### config.mk
export PLATFORM = sky130hd
export DESIGN_NAME = acc_cal_ctrl
export DESIGN_NICKNAME = d
export VERILOG_FILES = /design/src/rtl/acc_pkg.sv /design/src/rtl/acc_spi_slave.sv /design/src/rtl/acc_cal_ctrl.sv
export SDC_FILE = /design/constraint.sdc
export NUM_CORES = 1
export LEC_CHECK = 0
export BUFFER_PORTS_ARGS = -buffer_cell sky130_fd_sc_hd__buf_4
export CORE_ASPECT_RATIO = 1.1
export CORE_MARGIN = 1.5
export CORE_UTILIZATION = 40
export CTS_CLUSTER_SIZE = 10
export DETAILED_ROUTE_END_ITERATION = 6
export PLACE_DENSITY = 0.52
export SLEW_MARGIN = 15
export SYNTH_ARGS = -nofsm -noshare
export SYNTH_HDL_FRONTEND = slang
export SYNTH_SLANG_ARGS = --single-unit
### constraint.sdc
create_clock -name CLOCK -period 5.8 [get_ports CLOCK]
set_input_delay 0.87 -clock CLOCK [delete_from_list [all_inputs] [get_ports CLOCK]]
set_output_delay 0.87 -clock CLOCK [all_outputs]
set_load 0.02 [all_outputs]
### src/rtl/acc_pkg.sv
// constants and types shared by the calibration control block
package acc_pkg;
  localparam int          ADDR_W        = 15;
  localparam int          DATA_W        = 8;
  localparam logic [4:0]  HDR_BITS      = 5'h10;
  localparam logic [4:0]  FRAME_BITS    = 5'h18;
  localparam logic [2:0]  PIN_IDLE      = 3'h2;

  localparam logic [14:0] ADDR_CFG0     = 15'h050;
  localparam logic [14:0] ADDR_CFG1     = 15'h051;
  localparam logic [14:0] ADDR_BACK     = 15'h057;
  localparam logic [14:0] ADDR_VEC      = 15'h05A;
  localparam logic [14:0] ADDR_STAT     = 15'h05B;

  localparam logic [7:0]  RST_CFG0      = 8'h06;
  localparam logic [7:0]  RST_CFG1      = 8'hF4;
  localparam logic [7:0]  RST_BACK      = 8'h10;
  localparam logic [7:0]  RST_VEC       = 8'h00;
  localparam logic [5:0]  STAT_RSV      = 6'h02;

  localparam int          B_TS          = 5;
  localparam int          B_SCAN        = 4;
  localparam int          B_TRIG        = 3;
  localparam int          RANGE_LSB     = 4;
  localparam int          RANGE_MSB     = 6;
  localparam int          B_RUN         = 1;
  localparam int          B_MODE        = 0;

  localparam int          VEC_DEPTH     = 16;
  localparam int          VEC_IDX_W     = 4;

  localparam int          CLK_PERIOD_NS = 50;
  localparam int          FG_CAL_NS     = 10000;
  localparam int          BG_PASS_NS    = 5000;
  localparam logic [15:0] FG_CAL_CYC    = 16'((FG_CAL_NS + CLK_PERIOD_NS - 1) / CLK_PERIOD_NS);
  localparam logic [15:0] BG_PASS_CYC   = 16'((BG_PASS_NS + CLK_PERIOD_NS - 1) / CLK_PERIOD_NS);
  localparam logic [15:0] CNT_LAST      = 16'h0001;

  typedef struct packed {
    logic              wr;
    logic              rd;
    logic [14:0]       addr;
    logic [7:0]        wdata;
  } acc_req_t;

  typedef enum logic [1:0] {ST_IDLE, ST_INIT, ST_FG, ST_BG} acc_cal_st_t;
endpackage

### src/rtl/acc_spi_slave.sv
// serial register port: oversampled pins, 24-bit frames, read and write requests
`timescale 1ns/1ps
module acc_spi_slave (
  input  wire logic            clk,
  input  wire logic            rst_n,
  input  wire logic            sclk,
  input  wire logic            cs_n,
  input  wire logic            sdi,
  input  wire logic [7:0]      rdata,
  output acc_pkg::acc_req_t    req,
  output logic                 sdo,
  output logic                 sdo_oe
);
  // pin order in vectors: sclk, cs_n, sdi
  logic [2:0]          s1_q;
  logic [2:0]          s2_q;
  logic [2:0]          s3_q;
  logic [2:0]          filt_q;
  logic [2:0]          filt_d;
  logic                sclk_prev_q;
  logic [4:0]          cnt_q;
  logic [4:0]          cnt_d;
  logic [23:0]         sh_q;
  logic [23:0]         sh_d;
  logic [7:0]          out_q;
  logic [7:0]          out_d;
  logic                sdo_q;
  logic                sdo_d;
  logic                oe_q;
  logic                oe_d;
  acc_pkg::acc_req_t   req_q;
  acc_pkg::acc_req_t   req_d;
  logic                rise;
  logic                fall;
  logic                rd_fr_q;
  logic                rd_fr_d;

  assign req    = req_q;
  assign sdo    = sdo_q;
  assign sdo_oe = oe_q;

  always_comb
  begin
    // a level change counts once the second and third stages agree
    filt_d = ((s2_q ~^ s3_q) & s3_q) | ((s2_q ^ s3_q) & filt_q);
    rise   = filt_q[2] & ~sclk_prev_q;
    fall   = ~filt_q[2] & sclk_prev_q;
    cnt_d  = cnt_q;
    sh_d   = sh_q;
    out_d  = out_q;
    sdo_d  = sdo_q;
    oe_d   = oe_q;
    req_d  = '0;
    // read frame flag: the read bit leaves a fixed shift position as data arrives
    rd_fr_d = rd_fr_q;
    if (req_q.rd)
    begin
      out_d = rdata;
    end
    if (filt_q[1])
    begin
      cnt_d = '0;
      oe_d  = 1'b0;
      rd_fr_d = 1'b0;
    end
    else
    begin
      if (rise && cnt_q < acc_pkg::FRAME_BITS)
      begin
        sh_d  = {sh_q[22:0], filt_q[0]};
        cnt_d = cnt_q + 5'h01;
        if (cnt_q == acc_pkg::HDR_BITS - 5'h01 && sh_q[14])
        begin
          req_d.rd   = 1'b1;
          rd_fr_d    = 1'b1;
          req_d.addr = {sh_q[13:0], filt_q[0]};
        end
        if (cnt_q == acc_pkg::FRAME_BITS - 5'h01 && !sh_q[22])
        begin
          req_d.wr    = 1'b1;
          req_d.addr  = sh_q[21:7];
          req_d.wdata = {sh_q[6:0], filt_q[0]};
        end
      end
      if (fall && rd_fr_q && cnt_q < acc_pkg::FRAME_BITS)
      begin
        sdo_d = out_q[7];
        out_d = {out_q[6:0], 1'b0};
        oe_d  = 1'b1;
      end
    end
  end

  always_ff @(posedge clk or negedge rst_n)
  begin
    if (!rst_n)
    begin
      s1_q        <= acc_pkg::PIN_IDLE;
      s2_q        <= acc_pkg::PIN_IDLE;
      s3_q        <= acc_pkg::PIN_IDLE;
      filt_q      <= acc_pkg::PIN_IDLE;
      sclk_prev_q <= 1'b0;
      cnt_q       <= '0;
      sh_q        <= '0;
      out_q       <= '0;
      sdo_q       <= 1'b0;
      oe_q        <= 1'b0;
      req_q       <= '0;
      rd_fr_q     <= 1'b0;
    end
    else
    begin
      s1_q        <= {sclk, cs_n, sdi};
      s2_q        <= s1_q;
      s3_q        <= s2_q;
      filt_q      <= filt_d;
      sclk_prev_q <= filt_q[2];
      cnt_q       <= cnt_d;
      sh_q        <= sh_d;
      out_q       <= out_d;
      sdo_q       <= sdo_d;
      oe_q        <= oe_d;
      req_q       <= req_d;
      rd_fr_q     <= rd_fr_d;
    end
  end
endmodule

### src/rtl/acc_cal_ctrl.sv
// calibration control register group with calibration sequencer and scan store
`timescale 1ns/1ps
// Notes on behaviour
// time-stamp enable, bit 5 of config zero, captures the time-stamp input; resets 0.
// scan enable, bit 4, opens vector register 0x05A to scan access; resets 0.
// writing one to trigger bit 3 starts foreground calibration; bit self-clears.
// trigger first resets the calibration state machine, then the sequence proceeds.
// host finishes all calibration setting changes before setting the trigger.
// host writes setting changes first, trigger only after all are written.
// after triggering, host toggles the serial-link enable off and on.
// range field bits 6-4: 111 low amplitude (reset), 000 near full scale.
// only the run bit accepts changes while background calibration runs.
// run bit 1 starts background calibration at 1, pauses it at 0.
// host pauses background by clearing only run, leaving mode bit 0 set.
// clearing mode after background ran may abort; a foreground trigger recovers.
// with scan enabled, successive vector reads and writes step through stored values.
// stopped flag reads 0 while calibrating, 1 once finished or stopped.
// reserved bits store and read back as written, with their reset patterns.
module acc_cal_ctrl (
  input  wire logic        CLOCK,
  input  wire logic        RSTN,
  input  wire logic        SCLK,
  input  wire logic        SCSB,
  input  wire logic        SDI,
  input  wire logic        TIMESTAMP,
  output logic             SDO,
  output logic             SDO_OE,
  output logic             TS_CAPTURE,
  output logic [2:0]       SIGNAL_RANGE,
  output logic             BG_MODE,
  output logic             CAL_ENGINE_RESET,
  output logic             CAL_RUNNING
);
  localparam int          VEC_IDX_W_L = acc_pkg::VEC_IDX_W;
  localparam logic [15:0] CNT_ONE     = 16'h0001;

  acc_pkg::acc_req_t      req;
  logic [7:0]             rdata;
  logic [7:0]             cfg0_q;
  logic [7:0]             cfg0_d;
  logic [7:0]             cfg1_q;
  logic [7:0]             cfg1_d;
  logic [7:0]             back_q;
  logic [7:0]             back_d;
  logic [VEC_IDX_W_L-1:0] vidx_q;
  logic [VEC_IDX_W_L-1:0] vidx_d;
  logic [7:0]             vec_q [acc_pkg::VEC_DEPTH];
  logic                   vec_we;
  acc_pkg::acc_cal_st_t   st_q;
  acc_pkg::acc_cal_st_t   st_d;
  logic [15:0]            cnt_q;
  logic [15:0]            cnt_d;
  logic                   done_q;
  logic                   done_d;
  logic                   stopped_q;
  logic                   stopped_d;
  logic                   eng_rst_q;
  logic                   eng_rst_d;
  logic                   run_q;
  logic                   run_d;
  logic [2:0]             ts_sync_q;
  logic                   ts_filt_q;
  logic                   ts_filt_d;
  logic                   ts_cap_q;
  logic                   ts_cap_d;
  logic                   bg_lock;

  acc_spi_slave u_spi (
    .clk    (CLOCK),
    .rst_n  (RSTN),
    .sclk   (SCLK),
    .cs_n   (SCSB),
    .sdi    (SDI),
    .rdata  (rdata),
    .req    (req),
    .sdo    (SDO),
    .sdo_oe (SDO_OE)
  );

  assign SIGNAL_RANGE     = cfg1_q[acc_pkg::RANGE_MSB:acc_pkg::RANGE_LSB];
  assign BG_MODE          = back_q[acc_pkg::B_MODE];
  assign CAL_ENGINE_RESET = eng_rst_q;
  assign CAL_RUNNING      = run_q;
  assign TS_CAPTURE       = ts_cap_q;
  assign bg_lock          = (st_q == acc_pkg::ST_BG);

  // register file: read mux, writes, self-clearing trigger, scan index
  always_comb
  begin
    cfg0_d = cfg0_q;
    cfg1_d = cfg1_q;
    back_d = back_q;
    vidx_d = vidx_q;
    vec_we = 1'b0;
    rdata  = '0;
    if (cfg0_q[acc_pkg::B_TRIG])
    begin
      cfg0_d[acc_pkg::B_TRIG] = 1'b0;
    end
    if (!cfg0_q[acc_pkg::B_SCAN])
    begin
      vidx_d = '0;
    end
    if (req.rd)
    begin
      unique case (req.addr)
        acc_pkg::ADDR_CFG0: rdata = cfg0_q;
        acc_pkg::ADDR_CFG1: rdata = cfg1_q;
        acc_pkg::ADDR_BACK: rdata = back_q;
        acc_pkg::ADDR_STAT: rdata = {acc_pkg::STAT_RSV, stopped_q, done_q};
        acc_pkg::ADDR_VEC:
        begin
          if (cfg0_q[acc_pkg::B_SCAN])
          begin
            rdata  = vec_q[vidx_q];
            vidx_d = vidx_q + 1'b1;
          end
        end
        default: rdata = '0;
      endcase
    end
    if (req.wr)
    begin
      unique case (req.addr)
        acc_pkg::ADDR_CFG0:
        begin
          if (!bg_lock)
          begin
            cfg0_d = req.wdata;
          end
        end
        acc_pkg::ADDR_CFG1:
        begin
          if (!bg_lock)
          begin
            cfg1_d = req.wdata;
          end
        end
        acc_pkg::ADDR_BACK:
        begin
          if (bg_lock)
          begin
            back_d[acc_pkg::B_RUN] = req.wdata[acc_pkg::B_RUN];
          end
          else
          begin
            back_d = req.wdata;
          end
        end
        acc_pkg::ADDR_VEC:
        begin
          if (cfg0_q[acc_pkg::B_SCAN] && !bg_lock)
          begin
            vec_we = 1'b1;
            vidx_d = vidx_q + 1'b1;
          end
        end
        default: ;
      endcase
    end
  end

  always_ff @(posedge CLOCK or negedge RSTN)
  begin
    if (!RSTN)
    begin
      cfg0_q <= acc_pkg::RST_CFG0;
      cfg1_q <= acc_pkg::RST_CFG1;
      back_q <= acc_pkg::RST_BACK;
      vidx_q <= '0;
    end
    else
    begin
      cfg0_q <= cfg0_d;
      cfg1_q <= cfg1_d;
      back_q <= back_d;
      vidx_q <= vidx_d;
    end
  end

  // calibration vector store, one register per entry
  genvar gi;
  generate
    for (gi = 0; gi < acc_pkg::VEC_DEPTH; gi++)
    begin : g_vec
      always_ff @(posedge CLOCK or negedge RSTN)
      begin
        if (!RSTN)
        begin
          vec_q[gi] <= acc_pkg::RST_VEC;
        end
        else if (vec_we && vidx_q == VEC_IDX_W_L'(gi))
        begin
          vec_q[gi] <= req.wdata;
        end
      end
    end
  endgenerate

  // calibration sequencer
  always_comb
  begin
    st_d      = st_q;
    cnt_d     = cnt_q;
    done_d    = done_q;
    eng_rst_d = 1'b0;
    unique case (st_q)
      acc_pkg::ST_IDLE:
      begin
        if (back_q[acc_pkg::B_RUN] && back_q[acc_pkg::B_MODE])
        begin
          st_d  = acc_pkg::ST_BG;
          cnt_d = acc_pkg::BG_PASS_CYC;
        end
      end
      acc_pkg::ST_INIT:
      begin
        st_d  = acc_pkg::ST_FG;
        cnt_d = acc_pkg::FG_CAL_CYC;
      end
      acc_pkg::ST_FG:
      begin
        cnt_d = cnt_q - CNT_ONE;
        if (cnt_q == acc_pkg::CNT_LAST)
        begin
          st_d   = acc_pkg::ST_IDLE;
          done_d = 1'b1;
        end
      end
      acc_pkg::ST_BG:
      begin
        cnt_d = cnt_q - CNT_ONE;
        if (!back_q[acc_pkg::B_MODE])
        begin
          st_d = acc_pkg::ST_IDLE;
        end
        else if (cnt_q == acc_pkg::CNT_LAST)
        begin
          done_d = 1'b1;
          cnt_d  = acc_pkg::BG_PASS_CYC;
          if (!back_q[acc_pkg::B_RUN])
          begin
            st_d = acc_pkg::ST_IDLE;
          end
        end
      end
    endcase
    if (cfg0_q[acc_pkg::B_TRIG])
    begin
      st_d      = acc_pkg::ST_INIT;
      cnt_d     = '0;
      eng_rst_d = 1'b1;
    end
    stopped_d = (st_d == acc_pkg::ST_IDLE);
    run_d     = !stopped_d;
  end

  always_ff @(posedge CLOCK or negedge RSTN)
  begin
    if (!RSTN)
    begin
      st_q      <= acc_pkg::ST_IDLE;
      cnt_q     <= '0;
      done_q    <= 1'b0;
      stopped_q <= 1'b1;
      eng_rst_q <= 1'b0;
      run_q     <= 1'b0;
    end
    else
    begin
      st_q      <= st_d;
      cnt_q     <= cnt_d;
      done_q    <= done_d;
      stopped_q <= stopped_d;
      eng_rst_q <= eng_rst_d;
      run_q     <= run_d;
    end
  end

  // time-stamp input: three-stage capture, gated by the enable bit
  always_comb
  begin
    ts_filt_d = (ts_sync_q[1] == ts_sync_q[2]) ? ts_sync_q[2] : ts_filt_q;
    ts_cap_d  = cfg0_q[acc_pkg::B_TS] & ts_filt_q;
  end

  always_ff @(posedge CLOCK or negedge RSTN)
  begin
    if (!RSTN)
    begin
      ts_sync_q <= '0;
      ts_filt_q <= 1'b0;
      ts_cap_q  <= 1'b0;
    end
    else
    begin
      ts_sync_q <= {ts_sync_q[1:0], TIMESTAMP};
      ts_filt_q <= ts_filt_d;
      ts_cap_q  <= ts_cap_d;
    end
  end
endmodule

==> flow_metrics.env <==
export IMPL_pin_count=15
export IMPL_finalHoldViolCount=0
export IMPL_detail_route_wl_per_cell_um=21.6
export IMPL_fill_cells=2569
export IMPL_tns_ns=0
export IMPL_synth_top_cell_by_area="dfrtp_1"
export IMPL_placement_cell_area_um2=12300
export IMPL_netlist_area_um2=11900
export IMPL_clock_fmax_mhz=282
export IMPL_die_h_um=184
export IMPL_cts_tree="yes"
export IMPL_power_density_nw_per_um2=281
export IMPL_track_usage=0.179
export IMPL_cts_hold_buf=0
export IMPL_vdd_drop_max_mv=0.164
export IMPL_holdWs_ns=0.351
export IMPL_synth_cells=852
export IMPL_postCtsSetupRepairBufs=0
export IMPL_min_path_cells=0
export IMPL_nets=866
export IMPL_critPathCaptureType="register"
export IMPL_final_core_utilization=0.448
export IMPL_firstDrtPassIters=5
export IMPL_comb_power_share=0.029
export IMPL_clock_sinks=260
export IMPL_cp_slowest_stage_delay_ns=0.99
export IMPL_synth_edf_count=0
export IMPL_switching_share=0.224
export IMPL_crit_type="register to register"
export IMPL_synthTopCellsByCount="dfrtp_1 (247), mux2_2 (117), mux2_4 (56)"
export IMPL_drive_gt1_frac=0.352
export IMPL_finalCritPeriodShare=0.610
export IMPL_synth_nets=869
export IMPL_r2r_worst_path_cells=5
export IMPL_yosysSeqAreaShare=0.547
export IMPL_hold_path_end="ts_sync_q[1]"
export IMPL_core_area_um2=29500
export IMPL_rows=66
export IMPL_die_area_um2=30900
export IMPL_grt_max_degree=124
export IMPL_synth_most_common_cell="dfrtp_1"
export IMPL_antenna_cells=0
export IMPL_ys_ff_latch=260
export IMPL_slew_violations=0
export IMPL_worstMarginPinSlew_ns=1.16
export IMPL_rsz0062_at_grt="false"
export IMPL_gp_congestion=0.805
export IMPL_finalInstanceArea_um2=13200
export IMPL_hp_class="register to register"
export IMPL_clk_pin_slew_ns=0.06
export IMPL_timing_rr_start="u_spi.filt_q[2]"
export IMPL_die_w_um=168
export IMPL_worstPathRequired_ns=6.23
export IMPL_slowest_stage="nor4bb_1"
export IMPL_p_int_uw=2880
export IMPL_gr_total_overflow=0
export IMPL_ys_top_cells_by_area="dfrtp_1 (52%), mux2_2 (11%), mux2_4 (7.1%)"
export IMPL_first_global_vias=7406
export IMPL_hpwl_um=17300
export IMPL_synth_main_ff_cell="dfrtp_1"
export IMPL_cts_resized=0
export IMPL_drtIter0Drc=453
export IMPL_drv_cap=0
export IMPL_syn_area_per_cell_um2=14.0
export IMPL_grt_first_pass_wirelength_um=43200
export IMPL_p_seq_frac=0.516
export IMPL_drc=0
export IMPL_cts_root_buf="clkbuf_16"
export IMPL_outcome="complete, no violations"
export IMPL_arrival_ns=3.97
export IMPL_clock_power_share=0.455
export IMPL_cp_max_fo=14
export IMPL_async_flop_share=1.00
export IMPL_synth_warnings=0
export IMPL_yosysTopAreaCellShare=0.518
export IMPL_vias=6970
export IMPL_clock_path_buffers=3
export IMPL_p_switching_uw=831
export IMPL_via_per_inst=5.62
export IMPL_antenna_found_initial=0
export IMPL_worstReg2RegEnd="u_spi.out_q[1]"
export IMPL_leakage_uw=0.00629
export IMPL_layout_min_cycle_time_ns=3.54
export IMPL_htree_levels=1
export IMPL_setup_violations_final=0
export IMPL_rrSetupSlack_ns=2.26
export IMPL_crit_path_start_kind="register"
export IMPL_fin_skew_ns=0.0167
export IMPL_drt_total_wl_um=26800
export IMPL_clock_latency_ns=0.56
export IMPL_portBuffers=14
export IMPL_antenna_left=0
export IMPL_synth_distinct_cells=71
export IMPL_cts_buffers=30
export IMPL_min_delay_start="ts_sync_q[0]"
export IMPL_area_growth_pct=10.7
export IMPL_path_cells="nor4bb_1 > nand2_1 > a32oi_2 > a21oi_1 > or3_1"
export IMPL_start_util=0.404
export IMPL_relSlewSlack=0.217
layout make-up:
| class | count | area [µm²] | share of cell area |
|---|---|---|---|
| Sequential cell | 260 | 6520 | 0.494 |
| Multi-Input combinational cell | 517 | 5090 | 0.386 |
| Clock buffer | 48 | 828 | 0.0627 |
| Tap cell | 374 | 468 | 0.0354 |
| Timing Repair Buffer | 23 | 193 | 0.0146 |
| Inverter | 17 | 63.8 | 0.00483 |
| Clock inverter | 2 | 35.0 | 0.00265 |
power by group through the flow:
stage                     clock network (µW)  logic (µW)  registers [µW]
final                                   1690         107            1910
after floorplan                            0        59.8            1920
after detailed placement                   0         111            1950
after global routing                    1820         123            1920
after global placement                     0         105            1940
after CTS                               1740         111            1910
critical path: cells and delay by family, from the launching register on:
kind	cells	cell delay, ns
DFF	1	0.45
and+or+nand+nor	3	2.02
AOI/OAI and AO/OA	2	0.93
sequential cells by signal, summed over array words and instances (netlist names), 3 cells and up:
name          flops
cfg1_q            8
cfg0_q            8
u_spi.out_q       8
back_q            8
vec_q           128
vidx_q            4
u_spi.sh_q       23
ts_sync_q         3
u_spi.cnt_q       5
u_spi.s2_q        3
u_spi.s1_q        3
cnt_q            16
u_spi.filt_q      3
u_spi.s3_q        3
u_spi.req        25
routing by layer:
layer | GRT usage | part of all wire
met5 | 0 | 0
met4 | 0.0620 | 0.030
met3 | 0.0213 | 0.030
met2 | 0.286 | 0.47
met1 | 0.253 | 0.47
kinds of logic (layout without fill, tap and decap cells):
kind of cell,Yosys count,in the layout,synth area share
buf+inv,75,90,0.0280
flops,260,260,0.547
fa+ha+maj,12,12,0.0124
xor+xnor,9,9,0.00661
mux,210,210,0.247
compound gates,107,107,0.0630
simple gates,179,179,0.0963
worst max-delay path by stage:
stage                         start  cells after the start              to  slack, ns
global placement    u_spi.filt_q[2]                      5  u_spi.out_q[1]       2.25
finish              u_spi.filt_q[2]                      5  u_spi.out_q[1]       2.26
CTS                 u_spi.filt_q[2]                      5  u_spi.out_q[1]       2.27
global route        u_spi.filt_q[2]                      5  u_spi.out_q[1]       2.08
floorplan             u_spi.req[18]                      8      vec_q[111]       3.30
detailed placement  u_spi.filt_q[2]                      5  u_spi.out_q[1]       2.32
cell usage in the layout, fill, tap and decap left out, types with 5 or more instances in the layout:
| cell | n |
|---|---|
| xnor2_1 | 5 |
| a211oi_1 | 6 |
| nor2_1 | 34 |
| ha_1 | 11 |
| clkbuf_1 | 17 |
| dfrtp_1 | 246 |
| a22oi_1 | 12 |
| a21o_1 | 8 |
| nand2_1 | 30 |
| and2_1 | 19 |
| nor4_1 | 5 |
| mux4_2 | 33 |
| a22o_1 | 11 |
| o21ai_0 | 15 |
| nand4_1 | 5 |
| a21oi_1 | 27 |
| nor3_1 | 5 |
| nand3_4 | 10 |
| inv_1 | 17 |
| buf_4 | 21 |
| or3_1 | 9 |
| mux2_2 | 117 |
| mux2_4 | 56 |
| nand3_1 | 18 |
| clkbuf_16 | 30 |
| nor2b_1 | 8 |
| dfstp_2 | 13 |
metrics by stage:
| stage | setup WS, ns | power (µW) | cells |
|---|---|---|---|
| 2_1_floorplan | 3.30 | 1980 | 852 |
| 4_1_cts | 2.27 | 3760 | 1241 |
| 5_1_grt | 2.08 | 3860 | 1241 |
| 3_3_place_gp | 2.25 | 2050 | 1191 |
| 6_report | 2.26 | 3710 | 1241 |
| 3_5_place_dp | 2.32 | 2060 | 1191 |
(Power assumes the default switching activity.)
